--- src/inc/acc_params.svh ---
// constants and rule summary for the converter control block
// What this block does
// - converter-on powers up and starts conversion
// - converts selected channel continuously once enabled
// - end of conversion loads result, sets flag
// - reading result high clears done flag
// - channel write aborts, clears flag, restarts
// - above high reference reads FFh and 03h
// - below low reference reads zero
// - result stored as ten bits split
// - four-bit channel select, sixteen inputs
// - clearing converter-on stops conversion
// - wait mode leaves converter running
// - halt disables; stabilization holds off results
// - control/status write clears done flag unless a conversion ends that cycle on the same channel
// - speed bit picks cpu/4 or cpu/2
// - high holds bits 9:2, low 1:0
`ifndef ACC_PARAMS_SVH
`define ACC_PARAMS_SVH
`define ACC_OFS_CSR        2'h0
`define ACC_OFS_RES_HIGH   2'h1
`define ACC_OFS_RES_LOW    2'h2
`define ACC_OFS_IRQ_STAT   2'h3
`define ACC_CSR_DONE_BIT   7
`define ACC_CSR_SPEED_BIT  6
`define ACC_CSR_ON_BIT     5
`define ACC_CSR_RSVD_BIT   4
`define ACC_CSR_RESET      8'h00
`define ACC_RES_RESET      10'h000
`define ACC_IRQ_DONE_BIT   0
`define ACC_IRQ_MASK_SHIFT 4
`define ACC_SAMPLE_CYCLES  4'h3
`define ACC_BIT_STEPS      4'hA
`define ACC_STAB_TIME_NS   20000
`define ACC_CLK_PERIOD_NS  100
`define ACC_STAB_CYCLES    ((`ACC_STAB_TIME_NS + `ACC_CLK_PERIOD_NS - 1) / `ACC_CLK_PERIOD_NS)
`endif

--- src/inc/acc_pkg.sv ---
// types shared by the converter control block
package acc_pkg;
   typedef enum logic [1:0] {
      ACC_IDLE,
      ACC_STAB,
      ACC_SAMPLE,
      ACC_STEP
   } acc_state_e;
   typedef logic [9:0] acc_result_t;
endpackage

--- src/design/acc_clk_div.sv ---
// converter clock tick generator, cpu/4 or cpu/2
`timescale 1ns/1ns
module acc_clk_div (
   input  wire logic i_core_clk,
   input  wire logic i_reset,
   input  wire logic i_run,
   input  wire logic i_fast,
   output logic      o_tick
);
   logic [1:0] cnt_r;
   always_ff @(posedge i_core_clk) begin
      if (i_reset || !i_run) begin
         cnt_r <= 2'h0;
      end else begin
         cnt_r <= cnt_r + 2'h1;
      end
   end
   // tick on last cycle of each converter period
   always_comb begin
      o_tick = i_fast ? cnt_r[0] : (cnt_r == 2'h3);
   end
endmodule

--- src/design/acc_sar.sv ---
// successive approximation register with range clamping
`timescale 1ns/1ns
module acc_sar
   import acc_pkg::*;
#(
   parameter int WIDTH = 10
) (
   input  wire logic             i_core_clk,
   input  wire logic             i_reset,
   input  wire logic             i_start,
   input  wire logic             i_step,
   input  wire logic             i_cmp_high,
   output logic [WIDTH-1:0]      o_value,
   output logic [3:0]            o_bit
);
   logic [WIDTH-1:0] trial_r;
   logic [3:0]       bit_r;
   always_ff @(posedge i_core_clk) begin
      if (i_reset || i_start) begin
         trial_r <= {1'b1, {(WIDTH-1){1'b0}}};
         bit_r   <= 4'(WIDTH - 1);
      end else if (i_step) begin
         // comparator says input above trial: keep bit
         if (!i_cmp_high) begin
            trial_r[bit_r] <= 1'b0;
         end
         if (bit_r != 4'h0) begin
            trial_r[bit_r - 4'h1] <= 1'b1;
            bit_r <= bit_r - 4'h1;
         end
      end
   end
   // saturates naturally: all kept gives 3FFh, none gives 000h
   always_comb begin
      o_value = trial_r;
      o_bit   = bit_r;
   end
endmodule

--- src/design/acc_top.sv ---
// converter control: registers, sequencing, result and interrupt logic
//
// Local design decisions: the address map and the strobed register port.
`timescale 1ns/1ns
`include "acc_params.svh"
module acc_top
   import acc_pkg::*;
#(
   parameter int STAB_CYCLES = `ACC_STAB_CYCLES
) (
   input  wire logic        i_core_clk,
   input  wire logic        i_reset,
   input  wire logic [1:0]  i_addr,
   input  wire logic [7:0]  i_wdata,
   input  wire logic        i_wr,
   input  wire logic        i_rd,
   input  wire logic        i_halt,
   input  wire logic        i_cmp_high,
   output logic [7:0]       o_rdata,
   output logic [3:0]       o_mux_sel,
   output logic             o_analog_on,
   output logic             o_sample,
   output logic [9:0]       o_dac_trial,
   output logic             o_irq
);
   import acc_pkg::*;

   logic             converter_on_r;
   logic             speed_r;
   logic [3:0]       channel_select_r;
   logic             done_r;
   acc_result_t      result_r;
   acc_state_e       state_r;
   logic [15:0]      stab_cnt_r;
   logic [3:0]       phase_cnt_r;
   logic             irq_stat_r;
   logic             irq_mask_r;
   logic             was_halted_r;
   logic             tick;
   logic             sar_start;
   logic             sar_step;
   logic [9:0]       sar_value;
   logic [3:0]       sar_bit;
   logic             csr_wr;
   logic             chan_change;
   logic             conv_abort;
   logic             active;
   logic             conv_end;
   logic             rd_high;

   function automatic logic hit(input logic [1:0] a, input logic [1:0] ofs);
      return a == ofs;
   endfunction

   always_comb begin
      csr_wr      = i_wr && hit(i_addr, `ACC_OFS_CSR);
      chan_change = csr_wr && (i_wdata[3:0] != channel_select_r);
      // a channel write while stabilizing must not cut the wait short
      conv_abort  = chan_change && (state_r == ACC_SAMPLE || state_r == ACC_STEP);
      rd_high     = i_rd && hit(i_addr, `ACC_OFS_RES_HIGH);
      // wait mode has no input here: converter unaffected
      active      = converter_on_r && !i_halt;
      sar_start   = (state_r == ACC_SAMPLE) && tick && (phase_cnt_r == 4'h0);
      sar_step    = (state_r == ACC_STEP) && tick;
      conv_end    = sar_step && (sar_bit == 4'h0);
   end

   acc_clk_div u_div (
      .i_core_clk (i_core_clk),
      .i_reset    (i_reset),
      .i_run      (active),
      .i_fast     (speed_r),
      .o_tick     (tick)
   );

   acc_sar #(
      .WIDTH (10)
   ) u_sar (
      .i_core_clk (i_core_clk),
      .i_reset    (i_reset),
      .i_start    (sar_start),
      .i_step     (sar_step),
      .i_cmp_high (i_cmp_high),
      .o_value    (sar_value),
      .o_bit      (sar_bit)
   );

   // control fields written by software
   always_ff @(posedge i_core_clk) begin
      if (i_reset) begin
         converter_on_r   <= 1'b0;
         speed_r          <= 1'b0;
         channel_select_r <= 4'h0;
      end else if (csr_wr) begin
         converter_on_r   <= i_wdata[`ACC_CSR_ON_BIT];
         speed_r          <= i_wdata[`ACC_CSR_SPEED_BIT];
         channel_select_r <= i_wdata[3:0];
      end
   end

   // remembers a halt so the next start waits out stabilization
   always_ff @(posedge i_core_clk) begin
      if (i_reset) begin
         was_halted_r <= 1'b0;
      end else if (i_halt) begin
         was_halted_r <= 1'b1;
      end else if (state_r == ACC_STAB && stab_cnt_r == 16'h0000) begin
         was_halted_r <= 1'b0;
      end
   end

   // conversion sequencer
   always_ff @(posedge i_core_clk) begin
      if (i_reset) begin
         state_r     <= ACC_IDLE;
         stab_cnt_r  <= 16'h0000;
         phase_cnt_r <= 4'h0;
      end else if (!active) begin
         state_r     <= ACC_IDLE;
         phase_cnt_r <= 4'h0;
      end else if (conv_abort) begin
         // abort and restart on the new channel
         state_r     <= ACC_SAMPLE;
         phase_cnt_r <= `ACC_SAMPLE_CYCLES;
      end else begin
         case (state_r)
            ACC_IDLE: begin
               // power up and begin
               if (was_halted_r) begin
                  state_r    <= ACC_STAB;
                  stab_cnt_r <= 16'(STAB_CYCLES - 1);
               end else begin
                  state_r     <= ACC_SAMPLE;
                  phase_cnt_r <= `ACC_SAMPLE_CYCLES;
               end
            end
            ACC_STAB: begin
               if (stab_cnt_r == 16'h0000) begin
                  state_r     <= ACC_SAMPLE;
                  phase_cnt_r <= `ACC_SAMPLE_CYCLES;
               end else begin
                  stab_cnt_r <= stab_cnt_r - 16'h0001;
               end
            end
            ACC_SAMPLE: begin
               if (tick) begin
                  if (phase_cnt_r == 4'h0) begin
                     state_r <= ACC_STEP;
                  end else begin
                     phase_cnt_r <= phase_cnt_r - 4'h1;
                  end
               end
            end
            ACC_STEP: begin
               if (conv_end) begin
                  // next conversion with no software action
                  state_r     <= ACC_SAMPLE;
                  phase_cnt_r <= `ACC_SAMPLE_CYCLES;
               end
            end
            default: begin
               state_r <= ACC_IDLE;
            end
         endcase
      end
   end

   // result not latched against software reads
   always_ff @(posedge i_core_clk) begin
      if (i_reset) begin
         result_r <= `ACC_RES_RESET;
      end else if (conv_end && !chan_change) begin
         result_r <= {sar_value[9:1], i_cmp_high};
      end
   end

   // done flag: set wins over clear
   always_ff @(posedge i_core_clk) begin
      if (i_reset) begin
         done_r <= 1'b0;
      end else if (conv_end && !chan_change && active) begin
         done_r <= 1'b1;
      end else if (rd_high || csr_wr) begin
         done_r <= 1'b0;
      end
   end

   // sticky interrupt status, write one to clear, set wins
   always_ff @(posedge i_core_clk) begin
      if (i_reset) begin
         irq_stat_r <= 1'b0;
         irq_mask_r <= 1'b0;
      end else begin
         if (conv_end && !chan_change && active) begin
            irq_stat_r <= 1'b1;
         end else if (i_wr && hit(i_addr, `ACC_OFS_IRQ_STAT) && i_wdata[`ACC_IRQ_DONE_BIT]) begin
            irq_stat_r <= 1'b0;
         end
         if (i_wr && hit(i_addr, `ACC_OFS_IRQ_STAT)) begin
            irq_mask_r <= i_wdata[`ACC_IRQ_MASK_SHIFT];
         end
      end
   end

   // read port, data one cycle after the strobe
   always_ff @(posedge i_core_clk) begin
      if (i_reset) begin
         o_rdata <= 8'h00;
      end else if (i_rd) begin
         case (i_addr)
            `ACC_OFS_CSR:      o_rdata <= {done_r, speed_r, converter_on_r, 1'b0, channel_select_r};
            `ACC_OFS_RES_HIGH: o_rdata <= result_r[9:2];
            `ACC_OFS_RES_LOW:  o_rdata <= {6'h00, result_r[1:0]};
            `ACC_OFS_IRQ_STAT: o_rdata <= {3'h0, irq_mask_r, 3'h0, irq_stat_r};
            default:           o_rdata <= 8'h00;
         endcase
      end else begin
         o_rdata <= 8'h00;
      end
   end

   // analog side outputs, all registered
   always_ff @(posedge i_core_clk) begin
      if (i_reset) begin
         o_mux_sel   <= 4'h0;
         o_analog_on <= 1'b0;
         o_sample    <= 1'b0;
         o_dac_trial <= 10'h000;
         o_irq       <= 1'b0;
      end else begin
         o_mux_sel   <= chan_change ? i_wdata[3:0] : channel_select_r;
         o_analog_on <= active;
         o_sample    <= active && !chan_change && (state_r == ACC_SAMPLE);
         o_dac_trial <= sar_value;
         o_irq       <= (irq_stat_r || (conv_end && !chan_change && active)) && irq_mask_r;
      end
   end
endmodule

--- config.mk ---
export PLATFORM = sky130hd
export DESIGN_NAME = acc_top
export DESIGN_NICKNAME = d
export VERILOG_FILES = /design/src/inc/acc_pkg.sv /design/src/design/acc_clk_div.sv /design/src/design/acc_sar.sv /design/src/design/acc_top.sv
export VERILOG_INCLUDE_DIRS = /design/src /design/src/inc
export SDC_FILE = /design/constraint.sdc
export NUM_CORES = 1
export LEC_CHECK = 0
export BUFFER_PORTS_ARGS = -buffer_cell sky130_fd_sc_hd__buf_2
export CORE_MARGIN = 2
export CORE_UTILIZATION = 43
export DETAILED_ROUTE_END_ITERATION = 8
export SLEW_MARGIN = 20
export SYNTH_ARGS = -nofsm -noshare
export SYNTH_HDL_FRONTEND = slang
export SYNTH_SLANG_ARGS = --single-unit
--- constraint.sdc ---
create_clock -name i_core_clk -period 2.9 [get_ports i_core_clk]
set_input_delay 0.145 -clock i_core_clk [delete_from_list [all_inputs] [get_ports i_core_clk]]
set_output_delay 0.145 -clock i_core_clk [all_outputs]
set_load 0.01 [all_outputs]
Word level (Yosys, flattened, before mapping):

Cells that the tools add are included.

* logic and storage cells: 138
* output and inout port bits: 25
* flip-flop bits (word level): 83

* equal/unequal tests: 22
* multiplexer cells: 34
* add/subtract/negate cells: 4
* bitwise logic cells: 6
* order comparisons: 4
* reductions and logical operators: 46

Operators by type and width (number)
* $mux 10: 4
* $mux 16: 2
* $pmux 16 s2: 1
* $pmux 8 s4: 1
* $mux 4: 6
* $logic_and 1x1->1: 19
* $logic_not 16->1: 1
* $pmux 4 s4: 1
* $sub 16x1->16 const B: 1
* $ne 3x3->1 const B: 5
* $reduce_and 5->1: 3
* $mux 2: 7
* $ne 2x2->1 const B: 7
* $and 10x10->10: 1
* $eq 2x2->1 const B: 5
* $lt 4x5->1 const B: 2
* $not 10->10: 1
* $or 10x10->10: 1
* $mux 1: 9
* $demux 1 s4: 2
* $ge 4x1->1 const B: 2
* $logic_not 4->1: 2
* $pmux 2 s4: 1
* $reduce_and 4->1: 2
* other kinds (15): 30

Logic depth before layout (Yosys ltp):

* depth in word-level cells: 11
* mapped depth: 9
* gate-level depth less buffers: 7

Modules after synthesis:

From an unflattened synthesis, not the netlist that was laid out.

* cells, all modules: 385
* area total of the unflattened synthesis: 3761.1 sq um

By module, submodules not included
* acc_top: area each 2825.2 sq um, instances 1, cells each 289
* acc_sar: area each 852.1 sq um, instances 1, cells each 90
* acc_clk_div: area each 83.8 sq um, instances 1, cells each 6

Worst setup path after synthesis:

OpenSTA, ideal clock, no wires.

* path kind: reg-to-reg
* from: register stab_cnt_r[8]
* to: register stab_cnt_r[15]
* data required time: 2841 ps
* arrival time: 2174 ps
* cell stages (with the launch flop): 6
* clock period less this slack: 2234 ps
* setup time: 59 ps
* slack: 666 ps
* cells stage by stage: dfxtp_1 -> or4_4 -> or3_4 -> or4_4 -> or4_1 -> nand2_1

* cells in the longest elaborated chain, start to end: 3
* elaborated cells on any way between the ends: 6
* those cells by class: 1 x add/sub; 1 x eq/ne; 2 x mux; 2 x reduce/logical

Ends and longest elaborated chain
* start: declaration: line acc_top.sv:34 `logic [15:0] stab_cnt_r;`
* start signal: assignment: line acc_top.sv:131 `stab_cnt_r <= 16'(STAB_CYCLES - 1);`
* start signal: assignment: line acc_top.sv:142 `stab_cnt_r <= stab_cnt_r - 16'h0001;`
* $sub 16x1->16 / $logic_not 16->1 (equally long branches): line acc_top.sv:142, acc_top.sv:138
* $mux 16 / $ne 2x2->1 (equally long branches)
* $pmux 16 s2 / $reduce_and 5->1 (equally long branches)

Parallel ways exist; a longest one is shown, timed or not. The select of a mux whose other input is x is not followed.
A chain may end at the register's enable or synchronous reset.

Worst setup path after layout:

* from: register converter_on_r
* to: register stab_cnt_r[13]

* cells in the longest elaborated chain, start to end: 2

Ends and longest elaborated chain
* start: declaration: line acc_top.sv:28 `logic converter_on_r;`
* start signal: assignment: line acc_top.sv:95 `` converter_on_r <= i_wdata[`ACC_CSR_ON_BIT]; ``
* $logic_and 1x1->1: line acc_top.sv:62 `active = converter_on_r && !i_halt;`
* $reduce_and 5->1 (no source line)

Every way passes these cells.

==> metrics.cfg <==
[timing]
setup_tns_ns = 0
grt_setup_unrepaired = no
timing_worst_slew_pin_value_ns = 0.779
maxClockFrequency_ghz = 0.417
fin_skew_ns = 0.0113
final-max-slew-violation-count = 0
timing_hold_violations_final = 0
hold_slack_ns = 0.0449
worst_case_headroom_to_the_max_slew_limit_pct = 47.6
final-setup-viol-count = 0
time_the_worst_path_needs_with_i_o_delays_and_setup_ns = 2.40
timing.final.crit_share_pct = 82.8

[worst_setup_path]
path_delay_family = simple AND/OR/NAND/NOR gates
worst_path_largest_cell_delay_ns = 0.71
worst_ep_arrival_time_ns = 2.67
worstPathRequired_ns = 3.17
slowest_stage = sky130_fd_sc_hd__or4_2
setup.worst_path.class = register to register
crit_path_cell_trace = nor2b_1 -> nand3_1 -> or4_2 -> or3_1 -> a21oi_1
critical_path.endpoint_type = register
critical_path_buf_inv_count = 0
crit_path_max_fanout = 10
startpoint_type = register

[floorplan]
floorplan.initialDensity_pct = 44.3
io_pins = 41
core_region_area_mm2 = 0.00822
die_height_um = 96
core.rowCount = 33
die-area_mm2 = 0.00922
die_width_um = 96

[yosys]
synth.most_common_cell = sky130_fd_sc_hd__dfxtp_1
synth_edf_count = 0
synth.cell_area_mm2 = 0.00364
synthesis.area_per_instance_um2 = 9.03
synth.top_cells.by_area = sky130_fd_sc_hd__dfxtp_1, sky130_fd_sc_hd__mux2i_1, sky130_fd_sc_hd__a21oi_1
ys_warn_count = 0
seq_area_frac_synth_pct = 45.7
syn-instance-count = 403
netlist-cell-type-count = 51
synthDominantAreaCellType = sky130_fd_sc_hd__dfxtp_1
synth.cells.most_frequent = sky130_fd_sc_hd__dfxtp_1, sky130_fd_sc_hd__nor2_1, sky130_fd_sc_hd__a21oi_1
synth_fp_nets = 428
synthArstFlopShare_pct = 0
synth_top_area_share_pct = 45.7
postSynth.topFlopCell = sky130_fd_sc_hd__dfxtp_1
synth.ff_latch_count = 83

[routing]
met2WireLength_um = 3370
routed_vias_inst = 5.30
route.met3.wl_um = 331
detail_route.drc_violations = 0
detail_route.wirelength.met1_um = 3880
dr_total_vias = 2904
drt_first_pass_iters = 5
top_layer_used = met4
routedWlPerCell_um = 14.1
detail_route.wirelength_um = 7700
detailedRoute.firstIterationViolations = 127
route.antenna.remaining_nets = 0

[cts]
clock_slew_at_reported_path_ffs_ns = 0.09
tritoncts = done
cts_max_level = 3
ctsHoldBuffers = 0
cts_buffer_depth = 2
cts_num_sinks = 83
clkLatencyLatePin_ns = 0.35
cts_buffers = 9
cts_post_setup_buffers_inserted = 0
cts_root_buffer = sky130_fd_sc_hd__clkbuf_8
postCtsResizedCells = 0

[placement]
place_congestion = 0.818
place.port_buffers = 39
hpwl_um = 5550

[power]
p_leak_nw = 1.66
power.density_cell_area_mw_per_mm2 = 490
design_power_total_w = 0.00201
vdd_drop_max_v = 0.000171

[finish]
layout-drive-gt1-share_pct = 18.7
n_antenna_cell = 0
finalNetCount = 463
syn_to_final_growth_pct = 12.5

[worst_hold_path]
min_path_type = input pin to register

[global_route]
initial_antenna_violation_count = 0
grt_overflow_total = 0
pin_count_of_the_biggest_net_entering_global_routing = 41
grt_pass1_vias = 2590
grtUsageTotal_pct = 17.1
grt_first_pass_wirelength_um = 12200

[job]
cap_violations = 0

[run_status]
run_status = completed

-- cells by family after synthesis --
logic type / count (synthesis) / synth area share [%]
XOR/XNOR: 7 / 1.68
adder cells (fa/ha/maj): 9 / 3.09
AO/OA/AOI/OAI: 79 / 13.1
multiplexers: 30 / 8.66
AND/OR/NAND/NOR: 162 / 24.2
buffers and inverters: 33 / 3.64
flip-flops: 83 / 45.7
-- path summary, 6_finish.rpt --
path                  start             end  slack, ns  cells after the start
min reg2reg      irq_stat_r           o_irq       0.46                      2
max          converter_on_r  stab_cnt_r[13]       0.50                      5
min              i_wdata[4]      irq_mask_r       0.04                      3
max reg2reg  converter_on_r  stab_cnt_r[13]       0.50                      5
-- power breakdown --
group / internal (W) / switching, W
clock: 0.000319 / 0.000432
sequential: 0.00115 / 0.00000810
combinational: 0.0000383 / 0.0000611
total: 0.00151 / 0.000501
-- through the flow --
stage | area, um^2 | utilization (%) | std cells | setup slack (ns)
CTS | 4100 | 49.9 | 548 | 0.487
detailed placement | 3920 | 47.7 | 532 | 0.500
finish | 4100 | 49.9 | 548 | 0.500
global route | 4100 | 49.9 | 548 | 0.371
global placement | 3920 | 47.7 | 532 | 0.572
floorplan | 3640 | - | 403 | 0.666
-- flip-flops by register name, indices dropped and copies added (netlist names) --
name and count:
o_sample 1, stab_cnt_r 16, o_mux_sel 4, irq_mask_r 1
was_halted_r 1, channel_select_r 4, speed_r 1, u_sar.o_value 10
converter_on_r 1, o_rdata 8, phase_cnt_r 4, u_div.cnt_r 2
done_r 1, irq_stat_r 1, o_dac_trial 10, result_r 10
u_sar.o_bit 4, o_analog_on 1, state_r 2, o_irq 1
-- layout make-up --
cell class,count,area (um^2)
clock buffers,10,128
clock inverters,6,48.8
fillers,788,4120
inverters,13,48.8
multi-input cells,287,1850
flip-flops and latches,83,1660
well taps,105,131
repair buffers,44,233
-- cell usage in the layout, fill, tap and decap left out, types with 3 or more instances in the layout --
cell                         synthesis  routed
sky130_fd_sc_hd__a211oi_1            4       4
sky130_fd_sc_hd__a21oi_1            31      31
sky130_fd_sc_hd__a31oi_1             6       6
sky130_fd_sc_hd__and2_1              4       4
sky130_fd_sc_hd__buf_2               1      39
sky130_fd_sc_hd__buf_4               0       5
sky130_fd_sc_hd__clkbuf_8            0       9
sky130_fd_sc_hd__clkinvlp_4          0       3
sky130_fd_sc_hd__dfxtp_1            83      83
sky130_fd_sc_hd__ha_1                9       9
sky130_fd_sc_hd__inv_1              13      13
sky130_fd_sc_hd__mux2i_1            27      27
sky130_fd_sc_hd__nand2_1            25      25
sky130_fd_sc_hd__nand2b_1            8       8
sky130_fd_sc_hd__nand3_1            15      15
sky130_fd_sc_hd__nor2_1             39      39
sky130_fd_sc_hd__nor2b_1            14      14
sky130_fd_sc_hd__nor3_1             12      12
sky130_fd_sc_hd__nor4_1              4       4
sky130_fd_sc_hd__o211ai_1            4       4
sky130_fd_sc_hd__o21ai_0            18      18
sky130_fd_sc_hd__o31ai_1             4       4
sky130_fd_sc_hd__or2_2               5       5
sky130_fd_sc_hd__or3_1               7       7
sky130_fd_sc_hd__or4_1               6       6
sky130_fd_sc_hd__or4_2               3       3
sky130_fd_sc_hd__xor2_1              5       5
-- layer usage --
metal | track usage, % | vias to the layer above
met2 | 26.6 | 64
met3 | 3.60 | 10
met4 | 7.14 | 0
li1 | - | 1493
met5 | 0 | -
met1 | 22.9 | 1337
-- worst register-to-register path: cells and delay by family, from the launching register on --
kind	cells	cell delay [ns]
and+or+nand+nor	4	1.83
AOI/OAI and AO/OA	1	0.13
DFF	1	0.37
Note: power is estimated with default switching activity, not from simulation.
